`config.mk`:
```
export PLATFORM = sky130hd
export DESIGN_NAME = uab_top
export DESIGN_NICKNAME = d
export VERILOG_FILES = /design/src/pkg/uab_pkg.sv /design/src/uab_rx_edge.sv /design/src/uab_top.sv
export VERILOG_INCLUDE_DIRS = /design/src /design/src/pkg
export SDC_FILE = /design/constraint.sdc
export NUM_CORES = 1
export LEC_CHECK = 0
export ABC_CLOCK_PERIOD_IN_PS = 1700
export BUFFER_PORTS_ARGS = -buffer_cell sky130_fd_sc_hd__buf_4
export CORE_ASPECT_RATIO = 0.5
export CORE_MARGIN = 2
export CORE_UTILIZATION = 44
export DETAILED_ROUTE_END_ITERATION = 8
export PLACE_DENSITY = 0.77
export SYNTH_ARGS = -nofsm -noshare
export SYNTH_HDL_FRONTEND = slang
export SYNTH_SLANG_ARGS = --single-unit
```
`constraint.sdc`:
```
create_clock -name clk -period 1.7 [get_ports clk]
set_input_delay 0.17 -clock clk [delete_from_list [all_inputs] [get_ports clk]]
set_output_delay 0.17 -clock clk [all_outputs]
set_load 0.03 [all_outputs]
```
`src/pkg/uab_map.svh`:
```
/*
 * Register map, field positions, reset values and counts of the auto-baud unit.
 * Assumes inclusion by bare name from any file that needs these numbers.
 */
`ifndef UAB_MAP_SVH
`define UAB_MAP_SVH

// Byte addresses on the peripheral bus
`define UAB_ADDR_CONTROL 32'hE001_0020
`define UAB_ADDR_PERMIT 32'hE001_0030

// Auto-baud control fields
`define UAB_BIT_START 0
`define UAB_BIT_MODE 1
`define UAB_BIT_RESTART 2
`define UAB_BIT_END_CLR 8
`define UAB_BIT_TO_CLR 9

// Transmit-permit field
`define UAB_BIT_PERMIT 7

// Reset values
`define UAB_RST_START 1'b0
`define UAB_RST_MODE 1'b0
`define UAB_RST_RESTART 1'b0
`define UAB_RST_PERMIT 1'b1

// Sampling pulses issued to the shifter during the start bit
`define UAB_RSR_PULSES 5'h10

// Last value of the measurement counter before overflow
`define UAB_CNT_MAX 16'hFFFF

`endif

```
`src/pkg/uab_pkg.sv`:
```
/*
 * Types shared by the auto-baud unit and its edge detector.
 * Assumes nothing beyond a SystemVerilog compiler.
 */
`default_nettype none

package uab_pkg;
    // Stored control fields of the auto-baud control register
    typedef struct packed {
        logic restart;
        logic mode;
        logic start;
    } uab_ctrl_t;

    // Value loaded into the two divisor latches
    typedef struct packed {
        logic [7:0] high;
        logic [7:0] low;
    } uab_div_t;

    // Measurement sequencer states
    typedef enum logic [1:0] {
        UAB_IDLE,
        UAB_ARMED,
        UAB_COUNT
    } uab_state_t;
endpackage : uab_pkg

`default_nettype wire

```
`src/uab_rx_edge.sv`:
```
/*
 * Receive-line synchroniser with falling and rising edge pulses.
 * Assumes rx_pin is asynchronous to clk; rst_n is already synchronised.
 */
`default_nettype none

module uab_rx_edge
    import uab_pkg::*;
(
    input wire logic clk,
    input wire logic rst_n,
    input wire logic rx_pin,
    output logic rx_level,
    output logic rx_fall,
    output logic rx_rise
);
    logic meta; // First stage, read only by the second
    logic sync; // Second stage
    logic last; // Previous synchronised level
    logic next_meta;
    logic next_sync;
    logic next_last;

    ////////////////////////////////////////////////////////////////////////
    // Next values; idle line is high
    always_comb begin
        next_meta = rx_pin;
        next_sync = meta;
        next_last = sync;
    end

    // Register stage, reset to the idle level
    always_ff @(posedge clk or negedge rst_n) begin
        if (!rst_n) begin
            meta <= 1'b1;
            sync <= 1'b1;
            last <= 1'b1;
        end else begin
            meta <= next_meta;
            sync <= next_sync;
            last <= next_last;
        end
    end

    ////////////////////////////////////////////////////////////////////////
    // Edges compare the two settled stages only
    assign rx_level = sync;
    assign rx_fall = last & ~sync;
    assign rx_rise = ~last & sync;
endmodule : uab_rx_edge

`default_nettype wire

```
`src/uab_top.sv`:
```
/*
 * Auto-baud measurement unit and transmit-permit gate of a serial port.
 * Assumes a peripheral bus with psel/penable phases, a fractional divider
 * that supplies frac_tick, and the rest of the port around the outputs.
 */
// Overview of operation
// - Start bit begins, abort clears, hardware clears
// - Mode 0 measures falling to falling edge
// - Mode 1 measures falling to rising edge
// - Restart bit rearms on next falling edge
// - Counter overflow is auto-baud time-out
// - Time-out flag set only when enabled
// - End flag set after divisor load, enabled
// - Writing one at bit 8 clears end
// - Writing one at bit 9 clears time-out
// - Start resets counter, shifter, fast rate
// - Falling edge starts prescaled cycle counting
// - Sixteen sampling pulses during start bit
// - Stop loads divisor, baud returns normal
// - Shifter keeps assembling the same character
// - Fractional divider untouched; zero add disables
// - Permit set keeps queued characters sending
// - Permit clear stops further transmission
// - Start bit position 0, resets zero
// - Permit bit 7 resets one, finishes character
`default_nettype none
`include "uab_map.svh"

module uab_top
    import uab_pkg::*;
(
    input wire logic clk,
    input wire logic arst_n,
    input wire logic psel,
    input wire logic penable,
    input wire logic pwrite,
    input wire logic [31:0] paddr,
    input wire logic [31:0] pwdata,
    output logic [31:0] prdata,
    output logic pready,
    output logic pslverr,
    input wire logic rx_pin,
    input wire logic [3:0] frac_add_value,
    input wire logic frac_tick,
    input wire logic end_irq_enable,
    input wire logic timeout_irq_enable,
    output logic end_irq_flag,
    output logic timeout_irq_flag,
    output logic div_load,
    output var uab_div_t div_value,
    output logic rsr_reset,
    output logic rsr_fast,
    output logic rsr_sample,
    input wire logic thr_valid,
    input wire logic tsr_idle,
    output logic tsr_load,
    output logic tx_permit
);
    ////////////////////////////////////////////////////////////////////////
    // Reset release through two flip-flops
    logic rst_meta;
    logic rst_n;

    always_ff @(posedge clk or negedge arst_n) begin
        if (!arst_n) begin
            rst_meta <= 1'b0;
            rst_n <= 1'b0;
        end else begin
            rst_meta <= 1'b1;
            rst_n <= rst_meta;
        end
    end

    ////////////////////////////////////////////////////////////////////////
    // Receive line, synchronised with edge pulses
    logic rx_level;
    logic rx_fall;
    logic rx_rise;

    uab_rx_edge u_rx_edge (
        .clk(clk),
        .rst_n(rst_n),
        .rx_pin(rx_pin),
        .rx_level(rx_level),
        .rx_fall(rx_fall),
        .rx_rise(rx_rise)
    );

    ////////////////////////////////////////////////////////////////////////
    // Bus decode; writes happen in the access phase, read data is captured in the setup phase
    logic hit_ctrl; // Control register selected
    logic hit_permit; // Permit register selected
    logic wr_ctrl;
    logic wr_permit;
    logic rd_setup; // Read data captured in setup phase

    assign hit_ctrl = (paddr == `UAB_ADDR_CONTROL);
    assign hit_permit = (paddr == `UAB_ADDR_PERMIT);
    assign wr_ctrl = psel & penable & pwrite & hit_ctrl;
    assign wr_permit = psel & penable & pwrite & hit_permit;
    assign rd_setup = psel & ~penable & ~pwrite;
    // Zero wait states; unmapped addresses answer with an error
    assign pready = 1'b1;
    assign pslverr = psel & penable & ~(hit_ctrl | hit_permit);

    ////////////////////////////////////////////////////////////////////////
    // Sequencer, counter, control fields and flags
    uab_state_t state;
    uab_state_t next_state;
    uab_ctrl_t ctrl;
    uab_ctrl_t next_ctrl;
    logic [15:0] count; // Measurement counter
    logic [15:0] next_count;
    logic [4:0] pulses; // Sampling pulses issued this start bit
    logic [4:0] next_pulses;
    logic next_end_flag;
    logic next_to_flag;
    logic next_div_load;
    uab_div_t next_div_value;
    logic next_rsr_reset;
    logic next_rsr_sample;
    logic permit;
    logic next_permit;
    logic [31:0] next_prdata;
    logic tick; // One counting step
    logic overflow; // Counter would pass its last value
    logic stop_edge; // Edge that ends the measurement
    logic done_ok;
    logic timeout;
    logic start_set; // Software sets start from zero

    // Zero add value disables the prescaler: count every cycle
    assign tick = (frac_add_value == 4'h0) ? 1'b1 : frac_tick;
    assign overflow = (state == UAB_COUNT) & tick & (count == `UAB_CNT_MAX);
    assign stop_edge = ctrl.mode ? rx_rise : rx_fall;
    assign done_ok = (state == UAB_COUNT) & stop_edge & ~overflow;
    // Overflow always ends the run; a stop edge in that cycle cannot leave it counting
    assign timeout = overflow;
    assign start_set = wr_ctrl & pwdata[`UAB_BIT_START] & ~ctrl.start;

    always_comb begin
        next_state = state;
        next_ctrl = ctrl;
        next_count = count;
        next_pulses = pulses;
        next_div_load = 1'b0;
        next_div_value = div_value;
        next_rsr_reset = 1'b0;
        next_rsr_sample = 1'b0;
        next_end_flag = end_irq_flag;
        next_to_flag = timeout_irq_flag;
        // Clears first so that a same-cycle event below wins
        if (wr_ctrl && pwdata[`UAB_BIT_END_CLR]) begin
            next_end_flag = 1'b0;
        end
        if (wr_ctrl && pwdata[`UAB_BIT_TO_CLR]) begin
            next_to_flag = 1'b0;
        end
        // Sequencer
        case (state)
            UAB_IDLE: begin
            end
            UAB_ARMED: begin
                // Falling edge marks the start bit
                if (rx_fall) begin
                    next_state = UAB_COUNT;
                    next_count = 16'h0000;
                    next_pulses = 5'h00;
                end
            end
            UAB_COUNT: begin
                if (tick) begin
                    next_count = count + 16'h0001;
                end
                // Feed the shifter while the start bit is low
                if (tick && !rx_level && pulses != `UAB_RSR_PULSES) begin
                    next_rsr_sample = 1'b1;
                    next_pulses = pulses + 5'h01;
                end
                if (done_ok) begin
                    next_div_load = 1'b1;
                    // The stop cycle's own tick counts, so the load equals the interval
                    next_div_value = tick ? count + 16'h0001 : count;
                    next_ctrl.start = 1'b0;
                    next_state = UAB_IDLE;
                    if (end_irq_enable) begin
                        next_end_flag = 1'b1;
                    end
                end else if (timeout) begin
                    if (timeout_irq_enable) begin
                        next_to_flag = 1'b1;
                    end
                    if (ctrl.restart) begin
                        next_state = UAB_ARMED;
                        next_count = 16'h0000;
                    end else begin
                        next_ctrl.start = 1'b0;
                        next_state = UAB_IDLE;
                    end
                end
            end
            default: begin
                next_state = UAB_IDLE;
            end
        endcase
        // Software write of the control register
        if (wr_ctrl) begin
            next_ctrl.mode = pwdata[`UAB_BIT_MODE];
            next_ctrl.restart = pwdata[`UAB_BIT_RESTART];
            if (start_set) begin
                // Fresh measurement: clear counter and shifter
                next_ctrl.start = 1'b1;
                next_state = UAB_ARMED;
                next_count = 16'h0000;
                next_rsr_reset = 1'b1;
            end else if (!pwdata[`UAB_BIT_START]) begin
                // Abort; a pending load in this cycle is lost by design
                next_ctrl.start = 1'b0;
                next_state = UAB_IDLE;
                next_div_load = 1'b0;
                // No load means no successful end, so its flag is not raised either
                next_end_flag = end_irq_flag & ~pwdata[`UAB_BIT_END_CLR];
            end
        end
        // Permit register write
        next_permit = permit;
        if (wr_permit) begin
            next_permit = pwdata[`UAB_BIT_PERMIT];
        end
        // Read data; reserved bits read as zero, clear bits write only
        next_prdata = prdata;
        if (rd_setup) begin
            next_prdata = 32'h0000_0000;
            if (hit_ctrl) begin
                next_prdata[`UAB_BIT_START] = ctrl.start;
                next_prdata[`UAB_BIT_MODE] = ctrl.mode;
                next_prdata[`UAB_BIT_RESTART] = ctrl.restart;
            end else if (hit_permit) begin
                next_prdata[`UAB_BIT_PERMIT] = permit;
            end
        end
    end

    // Register stage for all of the above
    always_ff @(posedge clk or negedge rst_n) begin
        if (!rst_n) begin
            state <= UAB_IDLE;
            ctrl <= '{restart: `UAB_RST_RESTART, mode: `UAB_RST_MODE, start: `UAB_RST_START};
            count <= 16'h0000;
            pulses <= 5'h00;
            div_load <= 1'b0;
            div_value <= 16'h0000;
            rsr_reset <= 1'b0;
            rsr_sample <= 1'b0;
            end_irq_flag <= 1'b0;
            timeout_irq_flag <= 1'b0;
            permit <= `UAB_RST_PERMIT;
            prdata <= 32'h0000_0000;
        end else begin
            state <= next_state;
            ctrl <= next_ctrl;
            count <= next_count;
            pulses <= next_pulses;
            div_load <= next_div_load;
            div_value <= next_div_value;
            rsr_reset <= next_rsr_reset;
            rsr_sample <= next_rsr_sample;
            end_irq_flag <= next_end_flag;
            timeout_irq_flag <= next_to_flag;
            permit <= next_permit;
            prdata <= next_prdata;
        end
    end

    ////////////////////////////////////////////////////////////////////////
    // Shifter runs at its fastest rate while a measurement is pending
    assign rsr_fast = (state != UAB_IDLE);
    // Shifter is only reset at start, so the character survives the load
    // Permit gates only the hand-over into the shift register
    assign tx_permit = permit;
    assign tsr_load = permit & thr_valid & tsr_idle;
endmodule : uab_top

`default_nettype wire

```
==> impl_metrics.toml, run 1 <==
[worst_setup_path]
critical_path_required_ns = 1.95
endpoint_kind = "flip-flop"
crit_arrival_ns = 2.24
ff2ff_setup_slack_ns = -0.29
critPathKind = "flip-flop to flip-flop"
crit_path_max_fanout = 5
start_kind = "flip-flop"

[synthesis]
ys_warn_count = 0
yosysTopAreaCellShare_pct = 40.6
ys_seq_elements = 57
synth_area_um2 = 3270
postSynthCellCount = 351
synthFlopType = "dfrtp_1"
synth_edf_count = 0
syn_area_per_cell_um2 = 9.31
async_reset_ff_share_pct = 100
synth_top_area_cell = "dfrtp_1"
ys_seq_area_share_pct = 43.8
yosys.cell_count.top_type = "dfrtp_1"
synth_area_leaders = "dfrtp_1, buf_4, a21oi_1"
yosysUniqueCellTypes = 58
synthTopCellsByCount = "dfrtp_1, nand2_1, buf_4"

[power_and_ir_drop]
power_mw = 3.29
powerDensity_nw_per_um2 = 631
peakVddDrop_v = 0.000440
p_leak_nw = 2.43

[clock_tree]
root_buffer = "clkbuf_16"
path_clk_slew_ns = 0.05
cts_tree = "built"
htreeDepth = 3
cts_buffers = 9
clock_latency_ns = 0.33
clk_path_buf_depth = 2
cts_sinks = 57

[timing]
slew_violations = 0
rsz0062_at_grt = "true"
fin_ws_ns = -0.291
setup_viol = 37
worst_clock_skew_ns = 0.00489
hold_viol_final = 0
max_freq_mhz = 502
period_needed_ns = 1.99
post-route-period-util_pct = 117
setup_tns_ns = -5.47

[final_layout]
area_growth_pct = 59.8
final_util_pct = 71.8
drive_above_1_share_pct = 48.5
antenna_cells = 0
nets = 602
nFillCells = 482
multi_input_area_um2 = 1980
seqCellArea_um2 = 1430

[drt]
ant_nets = 0
viasPerCell = 5.31
wire_per_inst_um = 16.3
drt-initial-drc-count = 288
finalWirelength_um = 10000
via_count = 3274
dr.pass1.iters = 6
drc_errors = 0

[grt]
antenna_found_initial = 0
grt_pass1_wl_um = 14300
grt_use_total_pct = 22.4
grt_max_degree = 33
grt-ovfl-total = 0
first_global_vias = 3013

[status]
violations = "negative setup slack"
outcome = "finished with violations"

[floorplanning]
ios = 137
initial_core_util_pct = 45.0
die_x_um = 126
rows = 22
die-area_um2 = 8170
core_area_um2 = 7270
die_y_um = 64.9

[flow_run]
drv_cap = 0

[place]
place_ws_ns = -0.401
dp_hpwl_um = 6210
place.gp.congestion = 0.867
portBuffers = 81

[worst_hold_path]
hold_class = "primary input to flip-flop"
cell families (layout without fill, tap and decap cells):
logic type                 Yosys count  after routing  share of synthesized area (%)
DFF                                 57             57                           43.8
buffers and inverters               60            200                           11.3
muxes                                5              5                           1.80
xor gates and xnor gates            11             11                           2.95
AOI/OAI and AO/OA                   85             86                           16.6
and+or+nand+nor                    124            124                           20.6
adders and majority gates            7              7                           2.68
other                                2             30                          0.230
worst paths after layout:
| path | to | startpoint | cells after the start |
|---|---|---|---|
| worst max-delay path | count[6]$_DFF_PN0_ | count[1]$_DFF_PN0_ | 8 |
| worst min-delay path | timeout_irq_flag$_DFF_PN0_ | timeout_irq_enable | 2 |
| worst max register to register | count[6]$_DFF_PN0_ | count[1]$_DFF_PN0_ | 8 |
| worst min register to register | pulses[4]$_DFFE_PN0P_ | rst_n$_DFF_PN0_ | 1 |
| max in group asynchronous | u_rx_edge.last$_DFF_PN1_ | rst_n$_DFF_PN0_ | 1 |
| min in group asynchronous | rst_meta$_DFF_PN0_ | arst_n | 2 |
sequential cells by signal, summed over array words and instances, names as in the netlist, 2 cells and up:
name and count:
prdata 4, ctrl 3, pulses 5, state 2, div_value 16, count 16
power by group:
group | total [mW] | switching (mW) | internal (mW) | leakage, nW
logic | 0.311 | 0.186 | 0.126 | 1.61
clock network | 1.61 | 0.588 | 1.02 | 0.124
registers | 1.38 | 0.00567 | 1.37 | 0.692
final cells by class:
cell class,instances,area share [%]
Clock buffer,15,4.94
Timing Repair Buffer,165,25.9
Inverter,20,1.53
Sequential cell,57,27.5
Tap cell,96,2.30
Multi-Input combinational cell,263,37.9
cells in the final DEF, fill, tap and decap left out, types with 4 or more instances in the layout:
cell type,Yosys,final
dfrtp_1,53,51
dfstp_2,4,4
buf_4,29,151
clkbuf_1,3,5
o21ai_1,8,15
nand2_1,30,27
nand3b_1,6,6
a31oi_1,7,7
inv_1,20,16
nand4_1,7,7
clkbuf_16,0,11
nor4_1,9,4
o21ai_2,0,5
conb_1,2,30
buf_12,0,4
nand3_2,0,5
nor4_2,1,4
o21ai_0,20,8
nand3_1,15,10
xnor2_1,5,5
a21oi_1,24,14
nor2_4,0,11
nor2_1,24,13
xor2_1,6,5
a21oi_2,2,11
buf_6,4,6
metal layers:
metal,GRT usage (%),vias to the layer above,share of wire (%)
met3,5.45,11,6.7
met2,37.9,123,51
met4,7.69,0,1.3
met1,28.5,1601,41
li1,-,1539,-
met5,0,-,0
critical path, cell delays in order (launching register included):
cell	delay, ns
dfrtp_1	0.35
ha_2	0.20
nand4_1	0.17
buf_4	0.20
a21oi_4	0.18
buf_4	0.15
nand2_1	0.06
or4_1	0.40
a31oi_1	0.18
timing repair:
action,in CTS,in global routing
cloned,1,4
hold buffers,2,0
gates resized for setup,43,56
pin swaps,17,18
hold endpoints to repair,3,0
setup endpoints to repair,39,46
setup buffers,6,7
stage by stage:
stage | instances | area (µm²) | hold WS (ns)
floorplan | 379 | 3410 | -0.126
global placement | 584 | 4390 | -0.0471
detailed placement | 584 | 4390 | -0.0449
CTS | 607 | 4870 | 0.0746
global route | 616 | 5220 | 0.0795
finish | 616 | 5220 | 0.0814
Note: power is estimated with default switching activity, not from simulation.
==> run 2: changes to the inputs <==
--- a/config.mk
+++ b/config.mk
@@ -12,7 +12,8 @@
 export CORE_MARGIN = 2
 export CORE_UTILIZATION = 44
 export DETAILED_ROUTE_END_ITERATION = 8
-export PLACE_DENSITY = 0.77
+export GPL_ROUTABILITY_DRIVEN = 0
+export PLACE_DENSITY_LB_ADDON = 0.1
 export SYNTH_ARGS = -nofsm -noshare
 export SYNTH_HDL_FRONTEND = slang
 export SYNTH_SLANG_ARGS = --single-unit
==> impl_metrics.toml, run 2 (same netlist as run 1, synthesis figures left out) <==
[clock_tree]
path_clk_slew_ns = 0.05
cts_sinks = 57
root_buffer = "clkbuf_16"
clock_latency_ns = 0.32
cts_tree = "built"
htreeDepth = 3
clk_path_buf_depth = 2
cts_buffers = 9

[flow_run]
drv_cap = 0

[timing]
hold_viol_final = 0
tightest_slew_ns = 0.514
post-route-period-util_pct = 114
slew_violations = 0
period_needed_ns = 1.94
setup_viol = 37
setup_tns_ns = -6.52
relSlewSlack_pct = 65.5
fin_ws_ns = -0.242
max_freq_mhz = 515
timing.hold.ws_ns = 0.0702
worst_clock_skew_ns = 0.00573
rsz0062_at_grt = "true"

[worst_hold_path]
hp-start = "timeout_irq_enable"
hold_class = "primary input to flip-flop"

[status]
outcome = "finished with violations"
violations = "negative setup slack"

[floorplanning]
rows = 22
die_x_um = 126
ios = 137
die_y_um = 64.9
die-area_um2 = 8170
core_area_um2 = 7270
initial_core_util_pct = 45.0

[grt]
grt_max_degree = 55
antenna_found_initial = 0
grt-ovfl-total = 0
first_global_vias = 3200
grt_use_total_pct = 22.9
grt_pass1_wl_um = 15000

[worst_setup_path]
max_stage_delay_ns = 0.48
start_kind = "flip-flop"
crit_cells = 7
endpoint_kind = "flip-flop"
critical_path_required_ns = 1.91
critPathKind = "flip-flop to flip-flop"
crit_path_max_fanout = 7
crit_arrival_ns = 2.15
path_cells = "ha_2 -> nand4_1 -> a21o_2 -> o311a_4 -> clkbuf_16 -> nor2_1 -> a21oi_1"
crit_buf_inv = 1
critPathTopFamily = "compound AO/OA/AOI/OAI gates"
startpoint = "count[0]$_DFF_PN0_"
rr_worst_depth = 7
worst_path_max_delay_cell = "o311a_4"
crit_end = "div_value[10]$_DFFE_PN0P_"
ff2ff_setup_slack_ns = -0.24
rr_endpoint = "div_value[10]$_DFFE_PN0P_"
r2r-start = "count[0]$_DFF_PN0_"

[power_and_ir_drop]
powerDensity_nw_per_um2 = 653
p_leak_nw = 2.36
power_mw = 3.31
peakVddDrop_v = 0.000475

[final_layout]
area_growth_pct = 55.0
layout_common_cells = "buf_4, dfrtp_1, conb_1"
antenna_cells = 0
reg_top3 = "count: 16 flops, div_value: 16 flops, pulses: 5 flops"
final_common_cell = "buf_4"
design_area_um2 = 5060
nets = 599
finalNonFillerCells = 614
drive_above_1_share_pct = 45.4

[drt]
route.met3.wl_um = 674
wirelength_met1_um = 3780
wire_per_inst_um = 14.7
dr.pass1.iters = 4
ant_nets = 0
via_count = 3229
routed.top_layer = "met4"
wl_met2_um = 4490
finalWirelength_um = 9020
drc_errors = 0
viasPerCell = 5.26
drt-initial-drc-count = 167

[place]
dp_hpwl_um = 6310
portBuffers = 81
dp_cells = 580
placedInstanceArea_um2 = 4360
[run 2: worst min-delay path by stage]
stage	to	slack (ns)	cells past startpoint
final	timeout_irq_flag$_DFF_PN0_	0.07	2
after global routing	ctrl[2]$_DFFE_PN0N_	0.07	2
after CTS	timeout_irq_flag$_DFF_PN0_	0.07	2
after detailed placement	rst_meta$_DFF_PN0_	-0.04	1
after global placement	rst_meta$_DFF_PN0_	-0.05	1
after floorplan	rst_meta$_DFF_PN0_	-0.13	0
[run 2: layer usage]
metal,GRT usage [%],vias up
met5,0,-
met4,4.95,0
met3,6.44,13
met2,40.1,127
met1,28.8,1561
li1,-,1528
[run 2: timing repair]
action / in CTS / in global routing
gates resized for setup: 38 / 23
buffers inserted: 7 / 7
pin swaps: 18 / 8
endpoints found under the hold margin: 3 / 0
hold buffers: 2 / 0
gates cloned: 2 / 1
endpoints found under the setup margin: 40 / 43
[run 2: where the power goes]
part	internal (mW)	switching [mW]	total (mW)
Sequential	1.37	0.00540	1.38
Clock	1.02	0.608	1.63
Combinational	0.124	0.182	0.306
[run 2: through the flow]
stage	utilization [%]	setup WS, ns
after floorplan	-	-0.203
after global placement	60.0	-0.466
after detailed placement	60.0	-0.460
after CTS	67.3	-0.193
after global routing	69.7	-0.326
final	69.7	-0.242
[run 2: cell type report]
| class | instances | area [µm²] |
|---|---|---|
| Sequential cell | 57 | 1430 |
| Timing Repair Buffer | 163 | 1360 |
| Fill cell | 553 | 2200 |
| Clock inverter | 5 | 31.3 |
| Clock buffer | 11 | 243 |
| Tap cell | 96 | 120 |
| Inverter | 20 | 78.8 |
| Multi-Input combinational cell | 262 | 1800 |
